==> src/common/rcb_pkg.sv <==
// Shared constants and types for the radio side-band and stream port
package rcb_pkg;
  localparam int unsigned SYS_HZ    = 100_000_000;
  localparam int unsigned STREAM_HZ = 1_000_000;
  localparam int unsigned WARN_NS   = 2000;
  localparam logic [5:0]  HALF_CYC  = 6'(SYS_HZ / (2 * STREAM_HZ));
  localparam logic [7:0]  WARN_CYC  = 8'((WARN_NS * (SYS_HZ / 1_000_000)) / 1000);
  localparam int          BYTE_W    = 8;
  localparam int          FIFO_W    = 9;
  localparam int          FIFO_D    = 8;
  localparam logic [3:0]  BYTE_BITS = 4'h8;
  localparam int          SYNC_W    = 3;
  localparam int          SYNC_INH  = 0;
  localparam int          SYNC_GNT  = 1;
  localparam int          SYNC_OSC  = 2;
  localparam int          MON_W     = 9;

  typedef enum logic [2:0] {
    EVT_IDLE = 3'h1,
    EVT_WARN = 3'h2,
    EVT_RUN  = 3'h4
  } rcb_evt_e;
endpackage

==> src/common/rcb_link_if.sv <==
// Side-band and bit stream wires between the radio and its outside partners
`timescale 1ns/1ns
`default_nettype none
interface rcb_link_if;
  logic radio_event_active;
  logic stream_bit_clock;
  logic stream_bit_data;
  logic stream_frame_marker;
  logic radio_txrx_indicator;
  logic radio_high_priority_out;
  logic radio_pre_event_wake;
  logic fem_rx_select;
  logic fem_tx_select;
  logic external_osc_request_out;
  logic radio_inhibit_in;
  logic antenna_grant_in;
  logic internal_osc_request_in;

  modport dev (
    output radio_event_active, stream_bit_clock, stream_bit_data, stream_frame_marker,
    output radio_txrx_indicator, radio_high_priority_out, radio_pre_event_wake,
    output fem_rx_select, fem_tx_select, external_osc_request_out,
    input  radio_inhibit_in, antenna_grant_in, internal_osc_request_in
  );
  modport far (
    input  radio_event_active, stream_bit_clock, stream_bit_data, stream_frame_marker,
    input  radio_txrx_indicator, radio_high_priority_out, radio_pre_event_wake,
    input  fem_rx_select, fem_tx_select, external_osc_request_out,
    output radio_inhibit_in, antenna_grant_in, internal_osc_request_in
  );
endinterface
`default_nettype wire

==> src/hw/rcb_dev_end.sv <==
// Radio end: event sequencer, side-band outputs, byte FIFO and bit stream serializer
`timescale 1ns/1ns
`default_nettype none
module rcb_fifo #(
  parameter int W = 9,
  parameter int D = 8
) (
  // Clock and reset
  input  wire logic         sys_clk,
  input  wire logic         rst,
  // Fill side
  input  wire logic [W-1:0] in_data,
  input  wire logic         in_valid,
  output logic              in_ready,
  // Drain side
  output logic [W-1:0]      out_data,
  output logic              out_valid,
  input  wire logic         out_ready
);
  localparam int AW = $clog2(D);
  typedef struct packed {
    logic [AW:0] wptr;
    logic [AW:0] rptr;
    logic        full;
    logic        empty;
  } rcb_fifo_s;

  logic [W-1:0] mem [D];
  rcb_fifo_s    st_ff;
  rcb_fifo_s    nxt_st;
  logic         push;
  logic         pop;
  assign push      = in_valid && !st_ff.full;
  assign pop       = out_ready && !st_ff.empty;
  assign in_ready  = !st_ff.full;
  assign out_valid = !st_ff.empty;
  assign out_data  = mem[st_ff.rptr[AW-1:0]];
  always_comb
  begin
    nxt_st = st_ff;
    if (push)
      nxt_st.wptr = st_ff.wptr + 1'b1;
    if (pop)
      nxt_st.rptr = st_ff.rptr + 1'b1;
    nxt_st.empty = (nxt_st.wptr == nxt_st.rptr);
    nxt_st.full  = (nxt_st.wptr[AW-1:0] == nxt_st.rptr[AW-1:0]) &&
                   (nxt_st.wptr[AW] != nxt_st.rptr[AW]);
  end
  always_ff @(posedge sys_clk or posedge rst)
    if (rst)
      st_ff <= '{wptr: '0, rptr: '0, full: 1'b0, empty: 1'b1};
    else
      st_ff <= nxt_st;

  // Storage needs no reset; empty flag guards stale words
  always_ff @(posedge sys_clk)
    if (push)
      mem[st_ff.wptr[AW-1:0]] <= in_data;
endmodule

module rcb_dev_end (
  // Clock and reset
  input  wire logic        sys_clk,
  input  wire logic        rst,
  // Event control
  input  wire logic        evt_start,
  input  wire logic        evt_tx,
  input  wire logic        evt_high_prio,
  input  wire logic        evt_stop,
  input  wire logic        sw_status_en,
  input  wire logic        sw_status_val,
  output logic             evt_busy,
  // Oscillators
  input  wire logic        need_ext_osc,
  input  wire logic        soc_on_rf_osc,
  output logic             radio_osc_turn_on_request,
  // Received bytes toward the stream
  input  wire logic        bit_stream_capture_mode,
  input  wire logic [7:0]  rx_byte,
  input  wire logic        rx_byte_last,
  input  wire logic        rx_byte_valid,
  output logic             rx_byte_ready,
  // Link
  rcb_link_if.dev          link
);
  typedef struct packed {
    rcb_pkg::rcb_evt_e               state;
    logic                            tx;
    logic [7:0]                      warn_cnt;
    logic [rcb_pkg::SYNC_W-1:0]      sync1;
    logic [rcb_pkg::SYNC_W-1:0]      sync2;
    logic                            busy;
    logic                            active;
    logic                            wake;
    logic                            prio;
    logic                            fem_rx;
    logic                            fem_tx;
    logic                            status;
    logic                            ext_osc;
    logic                            osc_on;
    logic [5:0]                      div;
    logic                            sclk;
    logic                            sdata;
    logic                            frame;
    logic [7:0]                      shift;
    logic [3:0]                      bits;
    logic                            last;
    logic                            in_rdy;
    logic [3:0]                      fill;
  } rcb_dev_s;

  rcb_dev_s                    st_ff;
  rcb_dev_s                    nxt_st;
  logic [rcb_pkg::FIFO_W-1:0]  fifo_out;
  logic                        fifo_valid;
  logic                        fifo_pop;
  logic                        fifo_push;
  logic                        fall_tick;
  logic                        inhibit;
  logic                        grant;
  assign inhibit   = st_ff.sync2[rcb_pkg::SYNC_INH];
  assign grant     = st_ff.sync2[rcb_pkg::SYNC_GNT];
  assign fall_tick = bit_stream_capture_mode && st_ff.sclk &&
                     (st_ff.div == rcb_pkg::HALF_CYC - 6'h01);
  // Hold the last byte's slot open for one bit so frames never merge
  assign fifo_pop  = fall_tick && (st_ff.bits == 4'h0) && !st_ff.last && fifo_valid;
  assign fifo_push = rx_byte_valid && st_ff.in_rdy;
  rcb_fifo #(
    .W (rcb_pkg::FIFO_W),
    .D (rcb_pkg::FIFO_D)
  ) u_fifo (
    .sys_clk   (sys_clk),
    .rst       (rst),
    .in_data   ({rx_byte_last, rx_byte}),
    .in_valid  (fifo_push),
    .in_ready  (),
    .out_data  (fifo_out),
    .out_valid (fifo_valid),
    .out_ready (fifo_pop)
  );
  always_comb
  begin
    nxt_st = st_ff;
    nxt_st.sync1 = {link.internal_osc_request_in, link.antenna_grant_in,
                    link.radio_inhibit_in};
    nxt_st.sync2 = st_ff.sync1;
    if (fifo_push != fifo_pop)
      nxt_st.fill = fifo_push ? st_ff.fill + 4'h1 : st_ff.fill - 4'h1;
    // Ready is registered, so it must already tell whether the next word fits
    nxt_st.in_rdy = (nxt_st.fill != 4'(rcb_pkg::FIFO_D));

    case (st_ff.state)
      rcb_pkg::EVT_IDLE:
      begin
        // Requests during inhibit are dropped, not queued
        if (evt_start && !inhibit)
        begin
          nxt_st.state    = rcb_pkg::EVT_WARN;
          nxt_st.tx       = evt_tx;
          nxt_st.prio     = evt_high_prio;
          nxt_st.warn_cnt = rcb_pkg::WARN_CYC - 8'h01;
        end
      end
      rcb_pkg::EVT_WARN:
        if (inhibit)
          nxt_st.state = rcb_pkg::EVT_IDLE;
        else if (st_ff.warn_cnt != 8'h00)
          nxt_st.warn_cnt = st_ff.warn_cnt - 8'h01;
        else if (!st_ff.tx || grant)
          nxt_st.state = rcb_pkg::EVT_RUN;
      rcb_pkg::EVT_RUN:
        if (inhibit || evt_stop)
          nxt_st.state = rcb_pkg::EVT_IDLE;
      default:
        nxt_st.state = rcb_pkg::EVT_IDLE;
    endcase
    nxt_st.busy   = (nxt_st.state != rcb_pkg::EVT_IDLE);
    nxt_st.active = nxt_st.busy;
    nxt_st.wake   = (nxt_st.state == rcb_pkg::EVT_WARN);
    if (nxt_st.state == rcb_pkg::EVT_IDLE)
      nxt_st.prio = 1'b0;
    nxt_st.fem_rx = (nxt_st.state == rcb_pkg::EVT_RUN) && !nxt_st.tx;
    nxt_st.fem_tx = (nxt_st.state == rcb_pkg::EVT_RUN) && nxt_st.tx;
    nxt_st.status = sw_status_en ? sw_status_val :
                    (nxt_st.state == rcb_pkg::EVT_RUN);
    nxt_st.osc_on  = st_ff.sync2[rcb_pkg::SYNC_OSC];
    nxt_st.ext_osc = need_ext_osc || soc_on_rf_osc || nxt_st.busy;
    if (!bit_stream_capture_mode)
    begin
      // Partial byte is abandoned when the mode drops
      nxt_st.div   = 6'h00;
      nxt_st.sclk  = 1'b0;
      nxt_st.frame = 1'b0;
      nxt_st.sdata = 1'b0;
      nxt_st.bits  = 4'h0;
      nxt_st.last  = 1'b0;
    end
    else
    begin
      if (st_ff.div == rcb_pkg::HALF_CYC - 6'h01)
      begin
        nxt_st.div  = 6'h00;
        nxt_st.sclk = !st_ff.sclk;
      end
      else
        nxt_st.div = st_ff.div + 6'h01;
      if (fall_tick)
      begin
        if (st_ff.bits != 4'h0)
        begin
          nxt_st.sdata = st_ff.shift[0];
          nxt_st.shift = {1'b0, st_ff.shift[7:1]};
          nxt_st.bits  = st_ff.bits - 4'h1;
        end
        else if (fifo_pop)
        begin
          nxt_st.sdata = fifo_out[0];
          nxt_st.shift = {1'b0, fifo_out[7:1]};
          nxt_st.bits  = rcb_pkg::BYTE_BITS - 4'h1;
          nxt_st.last  = fifo_out[rcb_pkg::BYTE_W];
          nxt_st.frame = 1'b1;
        end
        else
        begin
          nxt_st.sdata = 1'b0;
          nxt_st.frame = 1'b0;
          nxt_st.last  = 1'b0;
        end
      end
    end
  end
  always_ff @(posedge sys_clk or posedge rst)
  begin
    if (rst)
    begin
      st_ff       <= '0;
      st_ff.state <= rcb_pkg::EVT_IDLE;
    end
    else
      st_ff <= nxt_st;
  end
  assign evt_busy                      = st_ff.busy;
  assign radio_osc_turn_on_request     = st_ff.osc_on;
  assign rx_byte_ready                 = st_ff.in_rdy;
  assign link.radio_event_active       = st_ff.active;
  assign link.radio_pre_event_wake     = st_ff.wake;
  assign link.radio_high_priority_out  = st_ff.prio;
  assign link.radio_txrx_indicator     = st_ff.status;
  assign link.fem_rx_select            = st_ff.fem_rx;
  assign link.fem_tx_select            = st_ff.fem_tx;
  assign link.external_osc_request_out = st_ff.ext_osc;
  assign link.stream_bit_clock         = st_ff.sclk;
  assign link.stream_bit_data          = st_ff.sdata;
  assign link.stream_frame_marker      = st_ff.frame;
endmodule
`default_nettype wire

==> src/flat_wrapper.sv <==
// flat-port wrapper written by rule: the top's interface ports become plain ports
module rcb_dev_end_flat 
  (sys_clk, rst, evt_start, evt_tx, evt_high_prio, evt_stop, sw_status_en, sw_status_val, evt_busy, need_ext_osc, soc_on_rf_osc, radio_osc_turn_on_request, bit_stream_capture_mode, rx_byte, rx_byte_last, rx_byte_valid, rx_byte_ready, link_radio_event_active, link_stream_bit_clock, link_stream_bit_data, link_stream_frame_marker, link_radio_txrx_indicator, link_radio_high_priority_out, link_radio_pre_event_wake, link_fem_rx_select, link_fem_tx_select, link_external_osc_request_out, link_radio_inhibit_in, link_antenna_grant_in, link_internal_osc_request_in);
  rcb_link_if link_i ();
  input  wire logic sys_clk;
  input  wire logic rst;
  input  wire logic evt_start;
  input  wire logic evt_tx;
  input  wire logic evt_high_prio;
  input  wire logic evt_stop;
  input  wire logic sw_status_en;
  input  wire logic sw_status_val;
  output logic evt_busy;
  input  wire logic need_ext_osc;
  input  wire logic soc_on_rf_osc;
  output logic radio_osc_turn_on_request;
  input  wire logic bit_stream_capture_mode;
  input  wire logic [7:0] rx_byte;
  input  wire logic rx_byte_last;
  input  wire logic rx_byte_valid;
  output logic rx_byte_ready;
  output wire logic [$bits(link_i.radio_event_active)-1:0] link_radio_event_active;
  output wire logic [$bits(link_i.stream_bit_clock)-1:0] link_stream_bit_clock;
  output wire logic [$bits(link_i.stream_bit_data)-1:0] link_stream_bit_data;
  output wire logic [$bits(link_i.stream_frame_marker)-1:0] link_stream_frame_marker;
  output wire logic [$bits(link_i.radio_txrx_indicator)-1:0] link_radio_txrx_indicator;
  output wire logic [$bits(link_i.radio_high_priority_out)-1:0] link_radio_high_priority_out;
  output wire logic [$bits(link_i.radio_pre_event_wake)-1:0] link_radio_pre_event_wake;
  output wire logic [$bits(link_i.fem_rx_select)-1:0] link_fem_rx_select;
  output wire logic [$bits(link_i.fem_tx_select)-1:0] link_fem_tx_select;
  output wire logic [$bits(link_i.external_osc_request_out)-1:0] link_external_osc_request_out;
  input wire logic [$bits(link_i.radio_inhibit_in)-1:0] link_radio_inhibit_in;
  input wire logic [$bits(link_i.antenna_grant_in)-1:0] link_antenna_grant_in;
  input wire logic [$bits(link_i.internal_osc_request_in)-1:0] link_internal_osc_request_in;
  assign link_radio_event_active = link_i.radio_event_active;
  assign link_stream_bit_clock = link_i.stream_bit_clock;
  assign link_stream_bit_data = link_i.stream_bit_data;
  assign link_stream_frame_marker = link_i.stream_frame_marker;
  assign link_radio_txrx_indicator = link_i.radio_txrx_indicator;
  assign link_radio_high_priority_out = link_i.radio_high_priority_out;
  assign link_radio_pre_event_wake = link_i.radio_pre_event_wake;
  assign link_fem_rx_select = link_i.fem_rx_select;
  assign link_fem_tx_select = link_i.fem_tx_select;
  assign link_external_osc_request_out = link_i.external_osc_request_out;
  assign link_i.radio_inhibit_in = link_radio_inhibit_in;
  assign link_i.antenna_grant_in = link_antenna_grant_in;
  assign link_i.internal_osc_request_in = link_internal_osc_request_in;
  rcb_dev_end u_core (.sys_clk(sys_clk), .rst(rst), .evt_start(evt_start), .evt_tx(evt_tx), .evt_high_prio(evt_high_prio), .evt_stop(evt_stop), .sw_status_en(sw_status_en), .sw_status_val(sw_status_val), .evt_busy(evt_busy), .need_ext_osc(need_ext_osc), .soc_on_rf_osc(soc_on_rf_osc), .radio_osc_turn_on_request(radio_osc_turn_on_request), .bit_stream_capture_mode(bit_stream_capture_mode), .rx_byte(rx_byte), .rx_byte_last(rx_byte_last), .rx_byte_valid(rx_byte_valid), .rx_byte_ready(rx_byte_ready), .link(link_i));
endmodule
==> config.mk <==
export PLATFORM = sky130hd
export DESIGN_NAME = rcb_dev_end_flat
export DESIGN_NICKNAME = d
export VERILOG_FILES = /design/src/common/rcb_pkg.sv /design/src/common/rcb_link_if.sv /design/src/hw/rcb_dev_end.sv /design/src/flat_wrapper.sv
export SDC_FILE = /design/constraint.sdc
export NUM_CORES = 1
export LEC_CHECK = 0
export BUFFER_PORTS_ARGS = -buffer_cell sky130_fd_sc_hd__clkbuf_2
export CORE_UTILIZATION = 55
export DETAILED_ROUTE_END_ITERATION = 10
export PLACE_DENSITY = 0.73
export SLEW_MARGIN = 40
export SYNTH_ARGS = -nofsm -noshare
export SYNTH_HDL_FRONTEND = slang
export SYNTH_SLANG_ARGS = --single-unit
==> constraint.sdc <==
create_clock -name sys_clk -period 6.3 [get_ports sys_clk]
set_input_delay 0.315 -clock sys_clk [delete_from_list [all_inputs] [get_ports sys_clk]]
set_output_delay 0.315 -clock sys_clk [all_outputs]
set_load 0.02 [all_outputs]
==> results.cfg <==
[cts]
cts_tree = built
cts_sinks = 134
clock_path_buffers = 2
clkLatencyLatePin_ns = 0.51
ctsHoldBuffers = 4
cts_setup_buffers = 0
post_cts_resized = 0
cts_buffers = 17
clockRootBuffer = clkbuf_8
clkTransAtPathRegs_ns = 0.06
htreeDepth = 4

[finish]
layout_common_cells = edfxtp_1 (72), dfrtp_1 (59), clkbuf_2 (36)
diodes = 0
multi_input_area_um2 = 1950
drive_gt1_share_pct = 24.0
layout_commonest_cell = edfxtp_1
nets = 480
area_delta_synth_final_pct = 18.1
design_area_um2 = 6730
fillCellCount = 713
fin_util_pct = 67.9
seq_area_um2 = 3720

[timing]
finalSetupTns_ns = 0
fmax_mhz = 378
finalHoldViolCount = 0
finalSetupViolations = 0
min_period_ns = 2.64
holdWs_ns = 0.0295
slew_headroom_pct = 53.7
period_share_pct = 41.9
rsz0062_at_grt = false
tightest_slew_ns = 0.695
drv_slew = 0
fin_skew_ns = 0.00863

[logic_synthesis]
syn_avg_cell_area_um2 = 14.3
synth_cell_types = 55
ys_seq_elements = 134
synth.cell_area_um2 = 5700
synth_cells = 398
synth_top_flop_cell = edfxtp_1
synth_enable_flop_cells = 72
synthArstFlopShare_pct = 46.3
synth_fp_nets = 433
yosys_warnings = 0
yosysSeqAreaShare_pct = 65.2

[place]
place.gp.congestion = 0.758
hpwl_mm = 6.64
place_area_um2 = 6070
port_buffers = 36

[route]
ant_nets = 0
viasPerCell = 5.68
wl_per_cell_um = 17.6
drtPass1Iterations = 4
drc = 0
vias = 3359
wirelength_mm = 10.4
drtIter0Drc = 185

[setup_path]
worstReg2RegEnd = u_core.rx_byte_ready$_DFF_PP0_
reg2reg_from = u_core.st_ff[6]$_DFFE_PP0P_
crit_chain = inv_1 > ha_1 > nor3b_4 > nand4_1 > xnor2_1 > nor4b_1 > o21ai_0
crit_buf_inv = 1
r2r_setup_slack_ns = 3.66
cp_max_fo = 18
crit_path_end_kind = flop
critPathKind = flop to flop
reg2regPathDepth = 7
path_delay_family = simple AND/OR/NAND/NOR gates
startpoint_type = flop
critPathMaxStageDelay_ns = 0.57
cp.arrival_ns = 3.01
crit_required_ns = 6.67
slowest_stage = nor3b_4

[pwr]
max-vdd-ir-drop_v = 0.000244
p_leak_nw = 2.59
power_density_nw_per_um2 = 378
finalPower_mw = 2.54

[hold_path]
holdPathStages = 2
hp-start = need_ext_osc
min_path_type = input port to flop
holdPathEnd = u_core.link.external_osc_request_out$_DFF_PP0_

[run]
maxCapViolations = 0

[die]
die_w_um = 104
die_y_um = 104
start_util_pct = 57.5
num_rows = 36
ios = 37
die_area_um2 = 10800
coreArea_um2 = 9910

[global_routing]
grt_pass1_wl_mm = 17.4
globalRouteTotalUtil_pct = 21.4
grt_start_max_net_pins = 47
grt_pass1_vias = 3425
grt_antenna_before_repair = 0
grt_overflow_total = 0

[run_status]
outcome = finished, final reports clean
==> Yosys cell counts, types with 2 or more instances <==
cell type,n,area (um2)
ha_1,10,125
a211oi_1,2,15.0
or2_2,2,12.5
nor3b_2,2,25.0
buf_2,4,20.0
mux2i_1,10,100
inv_1,11,41.3
mux4_2,18,405
and4_1,2,17.5
nand2_1,35,131
nor3_1,11,55.1
xor2_1,6,52.6
xnor2_1,16,140
nand4_1,4,25.0
or3_1,3,18.8
dfstp_2,2,52.6
a21oi_1,7,35.0
nor4b_1,2,17.5
nor2b_1,3,18.8
o311ai_1,2,17.5
and2_1,3,18.8
dfrtp_1,60,1500
nand2b_1,5,31.3
nand3_1,8,40.0
edfxtp_1,72,2160
clkbuf_1,9,33.8
nand3b_1,3,22.5
nor2_1,25,93.8
o31ai_1,6,45.0
and3_1,2,12.5
o21ai_0,27,135
mux2_2,3,33.8
==> flip-flops by register name (all words and copies together) (netlist names) <==
signal / flops
u_core.u_fifo.mem: 72
u_core.st_ff: 34
u_core.u_fifo.st_ff: 10
u_core.nxt_st: 4
u_core.evt_busy: 1
u_core.grant: 1
u_core.inhibit: 1
u_core.link.external_osc_request_out: 1
u_core.link.fem_rx_select: 1
u_core.link.fem_tx_select: 1
u_core.link.radio_high_priority_out: 1
u_core.link.radio_pre_event_wake: 1
u_core.link.radio_txrx_indicator: 1
u_core.link.stream_bit_clock: 1
u_core.link.stream_bit_data: 1
u_core.link.stream_frame_marker: 1
u_core.radio_osc_turn_on_request: 1
u_core.rx_byte_ready: 1
==> metrics by stage <==
stage                     std cells  worst slack (ns)
after global routing            591              3.39
after detailed placement        555              3.51
after global placement          555              3.63
final                           591              3.66
after floorplan                 398              4.19
after CTS                       591              3.43
==> where the power goes <==
group,internal [mW],switching (mW),total (mW),leakage [nW]
registers,1.05,0.0808,1.13,1.44
clock network,0.648,0.365,1.01,0.300
logic,0.166,0.229,0.395,0.853
total,1.87,0.675,2.54,2.59
==> per-layer routing <==
metal | routed length [um] | share of wire, % | vias up | global-route usage [%]
li1 | - | - | 1571 | -
met1 | 4680 | 45 | 1690 | 28.8
met2 | 5220 | 50 | 91 | 34.3
met3 | 441 | 4.2 | 7 | 5.73
met4 | 64 | 0.62 | 0 | 6.84
met5 | 0 | 0 | - | 0
==> worst reg2reg max path, stage by stage, from the launching register on <==
cell	delay, ns
dfrtp_1	0.40
inv_1	0.10
ha_1	0.19
nor3b_4	0.57
nand4_1	0.36
xnor2_1	0.47
nor4b_1	0.26
o21ai_0	0.14
==> kinds of logic after synthesis <==
| logic type | count (synthesis) | share of synthesized area, % |
|---|---|---|
| adders and majority gates | 11 | 2.55 |
| DFF | 134 | 65.2 |
| buffers and inverters | 26 | 1.87 |
| AOI/OAI and AO/OA | 53 | 5.66 |
| xor gates and xnor gates | 24 | 4.19 |
| and+or+nand+nor | 119 | 11.1 |
| muxes | 31 | 9.46 |
==> cell type report <==
class                           count  share of cell area, %
Clock buffer                       18                   6.21
Clock inverter                     14                   2.92
Inverter                           11                  0.613
Multi-Input combinational cell    238                   29.0
Sequential cell                   134                   55.2
Tap cell                          133                   2.47
Timing Repair Buffer               43                   3.61
==> how the worst max path moves through the flow <==
stage / from / endpoint / slack, ns / cells past startpoint
floorplan: u_core.rx_byte_ready$_DFF_PP0_ / u_core.u_fifo.mem[0][0]$_DFFE_PP_ / 4.19 / 2
global placement: u_core.st_ff[6]$_DFFE_PP0P_ / u_core.rx_byte_ready$_DFF_PP0_ / 3.63 / 7
detailed placement: u_core.st_ff[6]$_DFFE_PP0P_ / u_core.rx_byte_ready$_DFF_PP0_ / 3.51 / 7
CTS: u_core.st_ff[6]$_DFFE_PP0P_ / u_core.rx_byte_ready$_DFF_PP0_ / 3.43 / 7
global route: u_core.st_ff[6]$_DFFE_PP0P_ / u_core.rx_byte_ready$_DFF_PP0_ / 3.39 / 7
finish: u_core.st_ff[6]$_DFFE_PP0P_ / u_core.rx_byte_ready$_DFF_PP0_ / 3.66 / 7
No activity file was read; power rests on OpenSTA's default activity.
